==> src/sleep_reset_regs.svh <==
// Register offsets, field positions, reset values and timing counts of the sleep and reset block.
// Assumes 32-bit APB with word-aligned registers; included by bare name.
`ifndef SLEEP_RESET_REGS_SVH
`define SLEEP_RESET_REGS_SVH
// ==========================================================================
// Register byte offsets
`define OFS_SLEEP_CTRL 12'h000
`define OFS_RESET_CAUSE 12'h004
`define OFS_INPUT_DIS 12'h008
`define OFS_ANALOG_CTRL 12'h00C
`define OFS_STATUS 12'h010
// ==========================================================================
// Field positions of the sleep control register
`define SC_MODE_LO 0
`define SC_MODE_HI 1
`define SC_ENABLE 2
// ==========================================================================
// Field positions of the reset cause register
`define RC_PWR 0
`define RC_PIN 1
`define RC_BROWN 2
`define RC_WDOG 3
// ==========================================================================
// Field positions of the analog control register
`define AC_CMP_OFF 0
`define AC_CMP_REF 1
// ==========================================================================
// Reset values and timing
`define SC_RESET 3'h0
`define RC_RESET 4'h0
`define INPUT_DIS_RESET 8'h00
`define AC_RESET 2'h0
`define STANDBY_WAKE_CYC 6
`define PIN_PULSE_NS 2500
`define CLK_PERIOD_NS 5
`define TIMEOUT_DEFAULT 32'd4200
`define BOD_OFF_CODE 3'b111
`endif

==> src/sleep_reset_pkg.sv <==
// Types shared by the sleep and reset block.
// Assumes nothing beyond a SystemVerilog compiler.
package sleep_reset_pkg;
   // ==========================================================================
   // Sleep modes and controller states
   typedef enum logic [1:0] {
      MODE_IDLE,
      MODE_POWER_DOWN,
      MODE_STANDBY
   } sleep_mode_t;
   typedef enum logic [1:0] {
      ST_RESET,
      ST_RUN,
      ST_SLEEP,
      ST_WAKE
   } ctrl_state_t;
endpackage : sleep_reset_pkg

==> src/sleep_wake_and_reset_control.sv <==
// Sleep, wake and reset sequencing for a small microcontroller, with an APB register slave.
// Assumes all inputs synchronous to core_clk; analog detectors deliver plain levels.
//
// How it works
// - Mode field 10 plus crystal clock option enters Standby on sleep request.
// - Standby equals Power-down but keeps the main oscillator running.
// - A wake event in Standby resumes the core after six clocks.
// - Per-mode clock gating and wake source qualification per the mode table.
// - In Power-down and Standby, IRQ zero wakes only when level sensed.
// - Comparator is forced off in every sleep mode except Idle.
// - Comparator using the reference keeps the reference on in any mode.
// - An enabled brown-out detector stays on in every sleep mode.
// - Reference is powered only when brown-out detector or comparator needs it.
// - An enabled watchdog keeps running in every sleep mode.
// - Input buffers off while I/O clock stops, except wake-detect pins.
// - Writing the input-disable register switches off those pin buffers.
// - Reset returns the sleep, input-disable and analog registers to initial values; core restarts at the vector.
// - Port reset output is registered and follows any reset source one clock later.
// - Delay counter stretches internal reset by the TIMEOUT_CYC parameter time-out.
// - Four reset sources: power-on, pin, watchdog and brown-out.
// - Pin low beyond the minimum pulse length causes an external reset.
// - Watchdog resets only when expired, enabled and not in interrupt mode.
// - Brown-out reset while supply is low and the detector is enabled.
// - Power-on rise starts the delay; supply fall reasserts reset at once.
// - Mode field decode: 00 Idle, 01 and 11 Power-down, 10 Standby.
// - Sleep is entered only when the sleep enable bit is one.
// - Watchdog reset is a one-clock pulse; delay starts as it falls.
// - Per-source flags; power-on clears the others, only zero write clears it.
`include "sleep_reset_regs.svh"
`timescale 1ns/10ps
`default_nettype none
module sleep_wake_and_reset_control #(
   parameter int unsigned PINS = 8,
   parameter logic [31:0] TIMEOUT_CYC = `TIMEOUT_DEFAULT
) (
   // Clock, reset and enable
   input wire logic core_clk,
   input wire logic rst_n,
   input wire logic clk_en,
   // APB slave
   input wire logic psel,
   input wire logic penable,
   input wire logic pwrite,
   input wire logic [11:0] paddr,
   input wire logic [31:0] pwdata,
   output logic [31:0] prdata,
   output logic pready,
   output logic pslverr,
   // Core and fuses
   input wire logic sleep_req,
   input wire logic crystal_clock_sel,
   input wire logic [2:0] brownout_level_fuses,
   // Reset sources
   input wire logic supply_above_por,
   input wire logic reset_pin_n,
   input wire logic watchdog_expired,
   input wire logic watchdog_enable,
   input wire logic watchdog_irq_mode,
   input wire logic supply_below_bot,
   // Wake sources
   input wire logic external_irq_zero,
   input wire logic external_irq_zero_level,
   input wire logic external_irq_one,
   input wire logic pin_change_irq,
   input wire logic serial_start_irq,
   input wire logic other_irq,
   input wire logic [PINS-1:0] wake_pin_mask,
   // Outputs
   output logic internal_reset,
   output logic port_reset,
   output logic core_clock_domain,
   output logic program_memory_clock_domain,
   output logic peripheral_io_clock_domain,
   output logic oscillator_on,
   output logic comparator_enable,
   output logic reference_enable,
   output logic brownout_detector_on,
   output logic watchdog_run,
   output logic [PINS-1:0] input_buffer_en,
   output logic sleeping
);
   localparam int unsigned PIN_CYC = (`PIN_PULSE_NS + `CLK_PERIOD_NS - 1) / `CLK_PERIOD_NS;

   // ==========================================================================
   // State record
   typedef struct packed {
      sleep_reset_pkg::ctrl_state_t st;
      sleep_reset_pkg::sleep_mode_t mode;
      logic [2:0] sleep_ctrl;
      logic [3:0] cause;
      logic [PINS-1:0] input_dis;
      logic [1:0] analog;
      logic [31:0] tout;
      logic [15:0] pin_cnt;
      logic [2:0] wake_cnt;
      logic wd_pulse;
      logic wd_prev;
      logic [31:0] prdata;
      logic pready;
      logic pslverr;
      logic internal_reset;
      logic core_clk_on;
      logic flash_clk_on;
      logic io_clk_on;
      logic osc_on;
      logic cmp_en;
      logic ref_en;
      logic bod_on;
      logic wd_run;
      logic [PINS-1:0] ibuf;
      logic slp;
      logic prst;
   } state_t;

   state_t cur;
   state_t next_cur;

   // ==========================================================================
   // Helpers
   function automatic sleep_reset_pkg::sleep_mode_t decode_mode(input logic [1:0] f);
      case (f)
         2'b00: decode_mode = sleep_reset_pkg::MODE_IDLE;
         2'b10: decode_mode = sleep_reset_pkg::MODE_STANDBY;
         default: decode_mode = sleep_reset_pkg::MODE_POWER_DOWN;
      endcase
   endfunction : decode_mode

   logic bod_en;
   logic pin_rst;
   logic wd_rst;
   logic bod_rst;
   logic por_rst;
   logic any_src;
   logic wake_any;
   logic wake_deep;
   logic apb_go;
   logic [3:0] cause_set;

   assign bod_en = brownout_level_fuses != `BOD_OFF_CODE;
   assign pin_rst = cur.pin_cnt >= 16'(PIN_CYC);
   assign wd_rst = watchdog_expired && watchdog_enable && !watchdog_irq_mode;
   assign bod_rst = bod_en && supply_below_bot;
   assign por_rst = !supply_above_por;
   assign any_src = por_rst || pin_rst || cur.wd_pulse || bod_rst;
   // Level-only IRQ zero wake in deep modes; edge triggering needs the stopped I/O clock.
   assign wake_deep = (external_irq_zero && external_irq_zero_level) || external_irq_one
      || pin_change_irq || serial_start_irq;
   assign wake_any = wake_deep || external_irq_zero || other_irq;
   assign apb_go = psel && penable && !cur.pready;
   // Flags raised this cycle, in the bit order of the reset cause register.
   assign cause_set = {cur.wd_pulse, bod_rst, pin_rst, por_rst};

   // ==========================================================================
   // Next-state logic
   always_comb begin
      next_cur = cur;
      next_cur.pready = 1'b0;
      next_cur.pslverr = 1'b0;
      next_cur.wd_prev = wd_rst;
      next_cur.wd_pulse = wd_rst && !cur.wd_prev;
      next_cur.pin_cnt = reset_pin_n ? 16'h0000 : (pin_rst ? cur.pin_cnt : cur.pin_cnt + 16'h0001);
      if (por_rst) begin
         next_cur.cause = {3'h0, 1'b1};
      end else begin
         if (pin_rst) next_cur.cause[`RC_PIN] = 1'b1;
         if (cur.wd_pulse) next_cur.cause[`RC_WDOG] = 1'b1;
         if (bod_rst) next_cur.cause[`RC_BROWN] = 1'b1;
      end
      if (apb_go) begin
         next_cur.pready = 1'b1;
         if (pwrite) begin
            case (paddr)
               `OFS_SLEEP_CTRL: next_cur.sleep_ctrl = pwdata[2:0];
               // Zero writes clear; a source firing the same cycle keeps its flag.
               `OFS_RESET_CAUSE: next_cur.cause = por_rst ? next_cur.cause
                  : ((cur.cause & pwdata[3:0]) | cause_set);
               `OFS_INPUT_DIS: next_cur.input_dis = pwdata[PINS-1:0];
               `OFS_ANALOG_CTRL: next_cur.analog = pwdata[1:0];
               `OFS_STATUS: next_cur.pslverr = 1'b0;
               default: next_cur.pslverr = 1'b1;
            endcase
         end else begin
            case (paddr)
               `OFS_SLEEP_CTRL: next_cur.prdata = {29'h0, cur.sleep_ctrl};
               `OFS_RESET_CAUSE: next_cur.prdata = {28'h0, cur.cause};
               `OFS_INPUT_DIS: next_cur.prdata = 32'(cur.input_dis);
               `OFS_ANALOG_CTRL: next_cur.prdata = {30'h0, cur.analog};
               `OFS_STATUS: next_cur.prdata = {27'h0, cur.mode, cur.st, cur.internal_reset};
               default: begin
                  next_cur.prdata = 32'h0000_0000;
                  next_cur.pslverr = 1'b1;
               end
            endcase
         end
      end
      case (cur.st)
         sleep_reset_pkg::ST_RESET: begin
            next_cur.internal_reset = 1'b1;
            if (any_src) next_cur.tout = 32'h0000_0000;
            else if (cur.tout >= TIMEOUT_CYC - 32'h0000_0001) begin
               next_cur.internal_reset = 1'b0;
               next_cur.st = sleep_reset_pkg::ST_RUN;
            end else next_cur.tout = cur.tout + 32'h0000_0001;
         end
         sleep_reset_pkg::ST_RUN: begin
            // Standby needs a crystal; otherwise the 10 code falls back to Power-down.
            if (sleep_req && cur.sleep_ctrl[`SC_ENABLE]) begin
               next_cur.mode = decode_mode(cur.sleep_ctrl[`SC_MODE_HI:`SC_MODE_LO]);
               if (next_cur.mode == sleep_reset_pkg::MODE_STANDBY && !crystal_clock_sel)
                  next_cur.mode = sleep_reset_pkg::MODE_POWER_DOWN;
               next_cur.st = sleep_reset_pkg::ST_SLEEP;
            end
         end
         sleep_reset_pkg::ST_SLEEP: begin
            if ((cur.mode == sleep_reset_pkg::MODE_IDLE) ? wake_any : wake_deep) begin
               next_cur.st = sleep_reset_pkg::ST_WAKE;
               next_cur.wake_cnt = 3'h1;
            end
         end
         sleep_reset_pkg::ST_WAKE: begin
            // Idle and Power-down resume through the same six-cycle path in this model.
            if (cur.wake_cnt >= 3'(`STANDBY_WAKE_CYC)) next_cur.st = sleep_reset_pkg::ST_RUN;
            else next_cur.wake_cnt = cur.wake_cnt + 3'h1;
         end
         default: next_cur.st = sleep_reset_pkg::ST_RESET;
      endcase
      if (any_src) begin
         next_cur.st = sleep_reset_pkg::ST_RESET;
         next_cur.internal_reset = 1'b1;
         next_cur.tout = 32'h0000_0000;
         next_cur.sleep_ctrl = `SC_RESET;
         next_cur.input_dis = `INPUT_DIS_RESET;
         next_cur.analog = `AC_RESET;
      end
      // Clock and power controls, from the state about to be entered.
      // The core clock stays off through the wake count, so resume lands on the cycle after its last count.
      next_cur.core_clk_on = next_cur.st != sleep_reset_pkg::ST_SLEEP
         && next_cur.st != sleep_reset_pkg::ST_WAKE;
      next_cur.flash_clk_on = next_cur.core_clk_on;
      next_cur.io_clk_on = next_cur.core_clk_on || next_cur.mode == sleep_reset_pkg::MODE_IDLE;
      next_cur.osc_on = next_cur.io_clk_on || next_cur.mode == sleep_reset_pkg::MODE_STANDBY;
      next_cur.cmp_en = !next_cur.analog[`AC_CMP_OFF] && next_cur.io_clk_on;
      next_cur.ref_en = bod_en || (!next_cur.analog[`AC_CMP_OFF] && next_cur.analog[`AC_CMP_REF]);
      next_cur.bod_on = bod_en;
      next_cur.wd_run = watchdog_enable;
      next_cur.ibuf = ~next_cur.input_dis & (next_cur.io_clk_on ? {PINS{1'b1}} : wake_pin_mask);
      next_cur.slp = next_cur.st == sleep_reset_pkg::ST_SLEEP;
      next_cur.prst = any_src || next_cur.internal_reset;
   end

   // ==========================================================================
   // State register
   always_ff @(posedge core_clk or negedge rst_n) begin
      if (!rst_n) begin
         cur <= '0;
         cur.st <= sleep_reset_pkg::ST_RESET;
         cur.internal_reset <= 1'b1;
         cur.cause <= `RC_RESET;
         cur.prst <= 1'b1;
      end else if (clk_en) begin
         cur <= next_cur;
      end
   end

   assign prdata = cur.prdata;
   assign pready = cur.pready;
   assign pslverr = cur.pslverr;
   assign internal_reset = cur.internal_reset;
   // Port reset is registered, so it trails a source by one clock; limitation of flop outputs.
   assign port_reset = cur.prst;
   assign core_clock_domain = cur.core_clk_on;
   assign program_memory_clock_domain = cur.flash_clk_on;
   assign peripheral_io_clock_domain = cur.io_clk_on;
   assign oscillator_on = cur.osc_on;
   assign comparator_enable = cur.cmp_en;
   assign reference_enable = cur.ref_en;
   assign brownout_detector_on = cur.bod_on;
   assign watchdog_run = cur.wd_run;
   assign input_buffer_en = cur.ibuf;
   assign sleeping = cur.slp;
endmodule : sleep_wake_and_reset_control
`default_nettype wire

==> config.mk <==
export PLATFORM = sky130hd
export DESIGN_NAME = sleep_wake_and_reset_control
export DESIGN_NICKNAME = d
export VERILOG_FILES = /design/src/sleep_reset_pkg.sv /design/src/sleep_wake_and_reset_control.sv
export VERILOG_INCLUDE_DIRS = /design/src
export SDC_FILE = /design/constraint.sdc
export NUM_CORES = 1
export LEC_CHECK = 0
export ABC_CLOCK_PERIOD_IN_PS = 6510
export CORE_AREA = 4 4 102 104
export CTS_CLUSTER_DIAMETER = 30
export DETAILED_ROUTE_END_ITERATION = 10
export DIE_AREA = 0 0 106 108
export DONT_BUFFER_PORTS = 1
export PLACE_DENSITY = 0.78
export SLEW_MARGIN = 20
export SYNTH_ARGS = -nofsm -noshare
export SYNTH_HDL_FRONTEND = slang
export SYNTH_SLANG_ARGS = --single-unit
==> constraint.sdc <==
create_clock -name core_clk -period 6.51 [get_ports core_clk]
set_input_delay 1.302 -clock core_clk [delete_from_list [all_inputs] [get_ports core_clk]]
set_output_delay 1.302 -clock core_clk [all_outputs]
set_load 0.005 [all_outputs]
==> reports/results.ini, run 1 <==
[worst_setup_path]
arrival_ps=3470
required_ps=6800
rr_startpoint=cur[74]
crit_type=input pin to flip-flop
path_cells=nor3b_1 > nand4_1 > nor2_1 > mux2_2 > a21oi_1
crit_start=paddr[2]
cp_top_family=simple AND/OR/NAND/NOR gates
r2r_setup_slack_ps=3750
critPathBufInv=0
critPathCaptureType=flip-flop
start_kind=input pin
slowest_stage=nor2_1
max_stage_delay_ps=800
worst-path-stages=5
rr_endpoint=cur[75]
endpoint=input_buffer_en[0]
cp_max_fo=11
reg2reg_depth=6

[worst_hold_path]
hp-class=flip-flop to flip-flop

[power]
clockPowerShare_pct=38.5
p_sw_w=0.000261
p_per_area_mw_per_mm2=221
swShare_pct=22.7
pwr-share-comb_pct=4.4
seqPwrFrac_pct=57.2
leakagePower_nw=2.19
ir_drop_mv=0.117
p_int_w=0.000886

[synthesis]
synthAdderAreaFrac_pct=1.22
synthFlopType=dfrtp_1
synth_cells=524
yosysWarnings=0
synthMuxAreaShare_pct=2.96
syn_avg_cell_area_sq_um=9.77
synthArstFlopShare_pct=100
syn_area_sq_mm=0.00512
synth_edf_count=0
synth_seq_cells=101
synth_top_family_by_area=simple AND/OR/NAND/NOR gates
synth.distinct_cells=60
synth_xor_xnor_area_share_pct=0.342
ys_seq_area_share_pct=49.4
synth_compound_area_share_pct=17.2
yosys.area_share.simple_pct=20.0

[global_route]
grt_pass1_wl_um=18000
overflow=0
grt_pass1_vias=3703
antenna_found_initial=0
grt_start_max_net_pins=102
grt_usage_pct=19.4

[outcome]
status=finished clean

[routing]
routedWlPerCell_um=17.5
drt_iter0_drc=238
drt-total-wl_um=11000
dr.pass1.iters=5
vias=3827
drtAntennaViolNets=0
vias_per_cell=6.07
drc=0

[clock_tree]
htreeDepth=3
cts_tree=done
clock-root-buffer=clkbuf_8
cts_buffer_depth=2
clk_pin_slew_ps=90
cts_buffers=9
clock-sinks=101
cts_resized=0
ctsHoldBuffers=0
cts_setup_buffers=0
clock_latency_ps=360

[place]
gp_congestion=0.861
dp_worst_setup_slack_ps=3000
port-buffer-count=0
dp_hpwl_um=7720

[finish]
num_antenna_cells=0
multi_input_area_sq_mm=0.00222
regArea_sq_mm=0.00253
mostFrequentLayoutCells=100 x dfrtp_1, 45 x nand2_1, 28 x o21ai_0, 27 x nor2_1, 27 x and2_1
area_growth_pct=1.49
layout_commonest_cell=dfrtp_1
drive_gt1_share_pct=6.04
nets=573
nFillCells=843

[sta]
rsz0062_at_grt=false
period_share_pct=48.8
hold_ws_ps=485
setup-tns-final_ps=0
tightest_slew_ps=981
skew_ps=12.2
period_needed_ps=3180
relSlewSlack_pct=33.9
setup_ws_ps=3330
max_freq_mhz=315
drv_slew=0
hold_viol=0
setup_viol=0

[floorplan]
io_pins=128
rows=36
core_area_sq_mm=0.00955
die_w_um=106
die_area_sq_mm=0.0114
start_util_pct=53.6
die_h_um=108

[job]
cap_violations=0

==> worst register-to-register path: stages (launching register included) <==
cell and delay [ps]:
dfrtp_1 430, ha_1 260, a211o_1 300, a311o_1 390
a211oi_1 730, o21ai_0 290, a32o_1 270
==> layout make-up <==
cell class / count / area share, %
well taps: 133 / 3.20
inverters: 13 / 0.939
multi-input cells: 367 / 42.8
clock buffers: 10 / 2.65
flip-flops and latches: 101 / 48.7
clock inverters: 5 / 1.64
repair buffers: 1 / 0.144
==> how the worst min path moves through the flow <==
stage / start / to / slack (ps) / cells past startpoint
finish: cur[53] / cause_set[3] / 490 / 1
CTS: cur[53] / cause_set[3] / 490 / 1
global route: cur[53] / cause_set[3] / 500 / 1
detailed placement: cur[91] / cur[91] / 470 / 1
global placement: cur[53] / cause_set[3] / 440 / 1
floorplan: cur[53] / cause_set[3] / 430 / 1
==> metrics by stage <==
step,total power (W),cells,area [sq um],utilization [%]
2_1_floorplan,0.000726,547,5210,-
3_3_place_gp,0.000714,615,4970,52.1
3_5_place_dp,0.000717,615,4970,52.1
4_1_cts,0.00116,630,5200,54.4
5_1_grt,0.00119,630,5200,54.4
6_report,0.00115,630,5200,54.4
==> flip-flops by register name, summed over array words and instances (netlist names) <==
name                         cells
brownout_detector_on             1
cause_set                        1
comparator_enable                1
cur                             73
input_buffer_en                  8
internal_reset                   1
oscillator_on                    1
peripheral_io_clock_domain       1
prdata                           8
pready                           1
program_memory_clock_domain      1
pslverr                          1
reference_enable                 1
sleeping                         1
watchdog_run                     1
==> synth_stat cells (8+ instances only) <==
cell type    n  share of area, %
inv_1       12              0.88
buf_4       42               6.2
dfrtp_1    100                49
clkbuf_1    21               1.5
nand2_1     45               3.3
and2_1      27               3.3
mux2_2       9               2.0
nor2_1      27               2.0
nand2b_1     8              0.98
nand4_1     16               2.0
nand3_1     22               2.2
a21oi_1     24               2.3
o31ai_1      8               1.2
nor4_1      10               1.2
o21ai_0     28               2.7
o2bb2ai_1    8               1.4
o211ai_1     9               1.3
o21a_1      12               1.8
==> kinds of logic after synthesis <==
family / count (synthesis)
mux: 14
other cells: 1
buf+inv: 79
flops: 101
simple gates: 193
fa+ha+maj: 5
compound gates: 129
xor+xnor: 2
==> layer usage <==
layer  share of wire [%]  track usage, %  up-vias
met2                  48            31.8      121
met4                 2.7            8.70        0
li1                    -               -     1785
met1                  44            24.8     1893
met5                   0               0        -
met3                 5.5            4.18       28
==> power groups by stage <==
stage | Combinational, W | Clock, W | Sequential [W]
3_3_place_gp | 0.0000475 | 0 | 0.000667
4_1_cts | 0.0000497 | 0.000451 | 0.000655
3_5_place_dp | 0.0000494 | 0 | 0.000668
6_report | 0.0000499 | 0.000441 | 0.000655
2_1_floorplan | 0.0000637 | 0 | 0.000662
5_1_grt | 0.0000575 | 0.000477 | 0.000658
No activity file was read; power rests on OpenSTA's default activity.
==> run 2, diff against run 1 <==
--- a/config.mk
+++ b/config.mk
@@ -6,7 +6,7 @@
 export SDC_FILE = /design/constraint.sdc
 export NUM_CORES = 1
 export LEC_CHECK = 0
-export ABC_CLOCK_PERIOD_IN_PS = 6510
+export ABC_CLOCK_PERIOD_IN_PS = 3300
 export CORE_AREA = 4 4 102 104
 export CTS_CLUSTER_DIAMETER = 30
 export DETAILED_ROUTE_END_ITERATION = 10
==> constraint.sdc (replaced) <==
create_clock -name core_clk -period 3.3 [get_ports core_clk]
set_input_delay 0.66 -clock core_clk [delete_from_list [all_inputs] [get_ports core_clk]]
set_output_delay 0.66 -clock core_clk [all_outputs]
set_load 0.005 [all_outputs]
==> reports/results.ini, run 2 (same netlist as run 1, synthesis figures left out) <==
[worst_setup_path]
arrival_ps=2930  ; -540 ps
start_kind=flip-flop
critPathCaptureType=flip-flop
crit_type=flip-flop to flip-flop
required_ps=3560  ; -3240 ps
cp_max_fo=17  ; +6

[sta]
drv_slew=0  ; unchanged
tightest_slew_ps=1020  ; +35.5 ps
period_share_pct=81.1
setup_viol=0  ; unchanged
skew_ps=12.3  ; +0.0780 ps
hold_ws_ps=124  ; -361 ps
max_freq_mhz=374
setup-tns-final_ps=0  ; unchanged
hold_viol=0  ; unchanged
relSlewSlack_pct=31.5  ; -2.4 points
rsz0062_at_grt=false
period_needed_ps=2680

[routing]
vias_per_cell=5.99  ; -1.5%
routed-wl-met2_um=5220  ; -1.4%
drc=0  ; unchanged
route.met3.wl_um=757  ; +25%
routedWlPerCell_um=17.5  ; -0.22%
drtAntennaViolNets=0  ; unchanged
dr.pass1.iters=4  ; -1
vias=3807  ; -0.52%
drt_iter0_drc=275  ; +16%
top_layer_used=met4
drt-total-wl_um=11100  ; +0.73%
wl_met1_um=4800  ; -0.66%

[clock_tree]
cts_buffers=9  ; unchanged
htreeDepth=3  ; unchanged
clock_latency_ps=370  ; about the same
clock-sinks=101  ; unchanged
cts_tree=done
clk_pin_slew_ps=90  ; about the same
clock-root-buffer=clkbuf_8
cts_buffer_depth=2  ; unchanged

[floorplan]
die_w_um=106  ; unchanged
core_area_sq_mm=0.00955  ; unchanged
die_h_um=108  ; unchanged
start_util_pct=53.6  ; unchanged
io_pins=128  ; unchanged
rows=36  ; unchanged
die_area_sq_mm=0.0114  ; unchanged

[global_route]
grt_pass1_vias=3650  ; -1.4%
grt_usage_pct=19.7  ; +0.31 points
grt_pass1_wl_um=17900  ; -0.23%
grt_start_max_net_pins=101  ; -0.98%
antenna_found_initial=0  ; unchanged
overflow=0  ; unchanged

[power]
ir_drop_mv=0.250  ; +110%
pwr-share-comb_pct=5.9  ; +1.5 points
swShare_pct=25.5  ; +2.8 points
p_sw_w=0.000550  ; +110%
p_int_w=0.00161  ; +81%
p_per_area_mw_per_mm2=413  ; +87%
leakagePower_nw=2.20  ; +0.55%
seqPwrFrac_pct=59.9  ; +2.7 points
clockPowerShare_pct=34.2  ; -4.3 points

[finish]
mostFrequentLayoutCells=100 x dfrtp_1, 45 x nand2_1, 28 x o21ai_0, 27 x nor2_1, 27 x and2_1
nets=578  ; +0.87%
num_antenna_cells=0  ; unchanged
fin_area_sq_mm=0.00522  ; +0.36%
layout_commonest_cell=dfrtp_1
largest_register_ffs=73  ; unchanged
largest-register=cur
area_growth_pct=1.86
drive_gt1_share_pct=7.16  ; +1.1 points

[job]
cap_violations=0  ; unchanged

[outcome]
status=finished clean

[place]
port-buffer-count=0  ; unchanged
postPlaceCellArea_sq_mm=0.00500  ; +0.60%
gp_congestion=0.849  ; -1.4%
dp_hpwl_um=7730  ; +0.11%

[worst_hold_path]
hp-class=input pin to asynchronous set/reset pin

==> run 2: cell count changes in the layout (fill, tap and decap cells not counted) <==
| cell | previous run | this run |
|---|---|---|
| clkinvlp_4 | 1 | 2 |
| inv_6 | 0 | 2 |
| bufinv_16 | 2 | 0 |
| clkinv_4 | 2 | 1 |
| buf_16 | 0 | 1 |
| clkinv_2 | 0 | 1 |
| buf_4 | 1 | 5 |
==> run 2: layer usage <==
layer	vias up	GRT usage (%)
li1	1784	-
met5	-	0
met3	32	5.13
met2	151	31.5
met1	1840	25.3
met4	0	8.97
==> run 2: area by class of cell <==
cell class | instances | area [sq um]
Fill cell | 853 | 4330
Sequential cell | 101 | 2530
Multi-Input combinational cell | 367 | 2220
Tap cell | 133 | 166
Clock buffer | 10 | 138
Timing Repair Buffer | 6 | 65.1
Inverter | 13 | 48.8
Clock inverter | 6 | 46.3
==> run 2: final timing paths <==
kind | from | endpoint | slack [ps] | cells past startpoint
min in group core_clk | clk_en | peripheral_io_clock_domain | 360 | 1
worst min register to register | cur[53] | cause_set[3] | 460 | 1
worst max-delay path | cur[74] | cur[84] | 620 | 6
worst max register to register | cur[74] | cur[84] | 620 | 6
worst min-delay path | rst_n | internal_reset | 120 | 0
max in group asynchronous | rst_n | cur[124] | 2720 | 1
==> run 2: per-stage QoR <==
stage | cells | worst slack [ps] | total power [W] | util [%]
floorplan | 547 | 812 | 0.00143 | -
global placement | 619 | 665 | 0.00141 | 52.4
detailed placement | 619 | 644 | 0.00142 | 52.4
CTS | 636 | 619 | 0.00217 | 54.6
finish | 636 | 623 | 0.00216 | 54.6
global route | 636 | 520 | 0.00225 | 54.6
==> run 2: critical path: stages, from the launching register on <==
cell	delay [ps]
dfrtp_1	420
ha_1	260
a211o_1	300
a311o_1	370
a211o_1	490
or4_1	580
mux2i_1	130
==> run 2: what timing repair did <==
action,4_1_cts,5_1_grt
setup buffers,0,0
resized for setup,0,0
hold buffers,1,0
endpoints found under the hold margin,100,0
==> run 2: power by group through the flow <==
stage / clock network (W) / logic [W] / registers (W)
finish: 0.000736 / 0.000128 / 0.00129
global placement: 0 / 0.0000955 / 0.00132
CTS: 0.000747 / 0.000129 / 0.00129
detailed placement: 0 / 0.000100 / 0.00132
floorplan: 0 / 0.000126 / 0.00131
global route: 0.000806 / 0.000148 / 0.00130
==> run 3, diff against run 2 <==
--- a/config.mk
+++ b/config.mk
@@ -6,11 +6,12 @@
 export SDC_FILE = /design/constraint.sdc
 export NUM_CORES = 1
 export LEC_CHECK = 0
-export ABC_CLOCK_PERIOD_IN_PS = 3300
-export CORE_AREA = 4 4 102 104
+export ABC_AREA = 1
+export ABC_CLOCK_PERIOD_IN_PS = 2700
+export CORE_AREA = 4 4 107 109
 export CTS_CLUSTER_DIAMETER = 30
 export DETAILED_ROUTE_END_ITERATION = 10
-export DIE_AREA = 0 0 106 108
+export DIE_AREA = 0 0 111 113
 export DONT_BUFFER_PORTS = 1
 export PLACE_DENSITY = 0.78
 export SLEW_MARGIN = 20
==> constraint.sdc (replaced) <==
create_clock -name core_clk -period 2.7 [get_ports core_clk]
set_input_delay 0.54 -clock core_clk [delete_from_list [all_inputs] [get_ports core_clk]]
set_output_delay 0.54 -clock core_clk [all_outputs]
set_load 0.005 [all_outputs]
==> reports/results.ini, run 3 <==
[outcome]
status=finished with violations
violations=hold timing

[place]
placed_cells=841  ; +36%
dp_hpwl_um=8580  ; +11%
port-buffer-count=0  ; unchanged
dp_worst_setup_slack_ps=537  ; -107 ps
gp_congestion=0.876  ; +3.3%

[clock_tree]
cts_tree=done
clk_pin_slew_ps=110  ; +20 ps
clock-root-buffer=clkbuf_8
clock-sinks=101  ; unchanged
cts_resized=0  ; unchanged
clock_latency_ps=370  ; about the same
cts_buffer_depth=2  ; unchanged
cts_buffers=9  ; unchanged
htreeDepth=3  ; unchanged
cts_setup_buffers=0  ; unchanged

[sta]
hold_ws_ps=-157  ; -282 ps
drv_slew=0  ; unchanged
max_freq_mhz=478  ; +28%
relSlewSlack_pct=60.5  ; +29 points
setup_ws_ps=606  ; -16.6 ps
period_share_pct=77.5  ; -3.6 points
hold_viol=100  ; +100
skew_ps=12.1  ; -0.147 ps
rsz0062_at_grt=false
setup_viol=0  ; unchanged
tightest_slew_ps=592  ; -424 ps
setup-tns-final_ps=0  ; unchanged
period_needed_ps=2090  ; -583 ps

[synthesis]
synth_seq_cells=101  ; unchanged
synthArstFlopShare_pct=100  ; unchanged
synth.distinct_cells=41  ; -32%
synthFlopType=dfrtp_1
synth_cells=735  ; +40%
ys_seq_area_share_pct=44.5  ; -4.9 points
synth_edf_count=0  ; unchanged
syn_area_sq_mm=0.00568  ; +11%
yosysWarnings=0  ; unchanged
synthTopCellsByCount=188 x nand2_1, 100 x dfrtp_1, 94 x inv_1
synth_area_leaders=dfrtp_1 44%, nand2_1 12%, inv_1 6.2%, buf_4 6.1%, nand3_1 6.1%
synth.most_common_cell=nand2_1
synth_top_area_share_pct=44.0  ; -4.8 points
synth_top_cell_by_area=dfrtp_1
syn_avg_cell_area_sq_um=7.73  ; -21%

[finish]
layout.cells.non_filler=857  ; +35%
largest_register_ffs=73  ; unchanged
num_antenna_cells=0  ; unchanged
area_growth_pct=1.06
mostFrequentLayoutCells=188 x nand2_1, 100 x dfrtp_1, 94 x inv_1, 77 x nor2_1, 69 x nand3_1
largest-register=cur
layout_commonest_cell=nand2_1
nets=792  ; +37%
drive_gt1_share_pct=8.51  ; +1.4 points

[routing]
drtAntennaViolNets=0  ; unchanged
dr.pass1.iters=4  ; unchanged
drt-total-wl_um=11800  ; +6.5%
drt_iter0_drc=283  ; +2.9%
drc=0  ; unchanged
vias=4453  ; +17%
vias_per_cell=5.20  ; -13%
routedWlPerCell_um=13.8  ; -21%

[worst_setup_path]
reg2reg_depth=8  ; +2
crit_type=flip-flop to flip-flop
required_ps=2980  ; -580 ps
cp_max_fo=12  ; -5
rr_startpoint=pready
rr_endpoint=input_buffer_en[3]
r2r_setup_slack_ps=610  ; -20 ps
start_kind=flip-flop
arrival_ps=2370  ; -560 ps
crit_path_frequent_cell=nand3_1
max_stage_delay_ps=470  ; -110 ps
critPathCaptureType=flip-flop
path_cells=inv_1 > nand3_1 > nor2_2 > nand3_1 > nand2_1 > nand3_1 > nand3_1 > nand2_1
slowest_stage=nor2_2

[power]
p_per_area_mw_per_mm2=486  ; +18%
ir_drop_mv=0.232  ; -6.9%
leakagePower_nw=2.87  ; +31%
power_w=0.00279  ; +29%

[global_route]
grt_start_max_net_pins=102  ; +0.99%
antenna_found_initial=0  ; unchanged
grt_pass1_vias=4334  ; +19%
overflow=0  ; unchanged
grt_usage_pct=19.4  ; -0.23 points
grt_pass1_wl_um=20000  ; +12%

[floorplan]
rows=38  ; +5.6%
die_w_um=111  ; +4.7%
die_area_sq_mm=0.0125  ; +9.6%
core_area_sq_mm=0.0106  ; +11%
start_util_pct=53.6  ; about the same
die_h_um=113  ; +4.6%
io_pins=128  ; unchanged

[worst_hold_path]
hp-class=input pin to asynchronous set/reset pin

[job]
cap_violations=0  ; unchanged

## run 3: cell types whose count changed after synthesis, moves of 12 or more
cell / previous run / this run
nor2_1: 27 / 77
o21a_1: 12 / 0
nand2_1: 45 / 188
and2_1: 27 / 0
clkbuf_1: 21 / 3
nand3_1: 22 / 69
inv_1: 12 / 94
nor2_2: 0 / 13
## run 3: logic make-up (layout without fill, tap and decap cells)
group                      after synthesis  after routing  synth area share, %
and+or+nand+nor                        399            399                 32.4
buffers and inverters                  160            119                 14.3
DFF                                    101            101                 44.5
AOI/OAI and AO/OA                       56             56                 5.64
xor gates and xnor gates                13             13                 2.00
adders and majority gates                5              5                 1.10
other                                    1             24               0.0660
## run 3: stage by stage
stage                     hold slack [ps]  cell area (sq um)  util, %
after floorplan                       244               5770        -
after global placement                249               5540     52.2
after detailed placement              248               5540     52.2
after CTS                            -168               5740     54.2
after global routing                 -187               5740     54.2
final                                -157               5740     54.2
## run 3: critical path, delay by kind of cell (launching register included)
| family | cells | cell delay (ps) |
|---|---|---|
| flops | 1 | 410 |
| simple gates | 7 | 1510 |
| buf+inv | 1 | 80 |
## run 3: layout make-up
class | count | area, sq um
flip-flops and latches | 101 | 2530
multi-input cells | 497 | 2430
well taps | 140 | 175
fillers | 974 | 4860
inverters | 100 | 385
clock buffers | 9 | 124
repair buffers | 3 | 22.5
clock inverters | 7 | 81.3
## run 3: worst max-delay path by stage
stage / start / slack (ps) / to
2_1_floorplan: cur[74] / 1110 / cur[105]
3_3_place_gp: paddr[11] / 570 / input_buffer_en[7]
3_5_place_dp: brownout_level_fuses[2] / 540 / cur[91]
4_1_cts: pready / 630 / input_buffer_en[7]
5_1_grt: pready / 380 / input_buffer_en[3]
6_report: pready / 610 / input_buffer_en[3]
## run 3: report_power, final
part	internal (W)	switching, W
Combinational	0.0000521	0.000125
Sequential	0.00156	0.0000407
Clock	0.000442	0.000571
Total	0.00205	0.000736
## run 3: routing by layer
layer	vias to the layer above	share of wire, %	global-route usage [%]
met5	-	0	0
met2	121	50	32.8
met1	2119	42	24.6
met4	0	1.6	6.73
met3	19	6.0	4.71
li1	2194	-	-
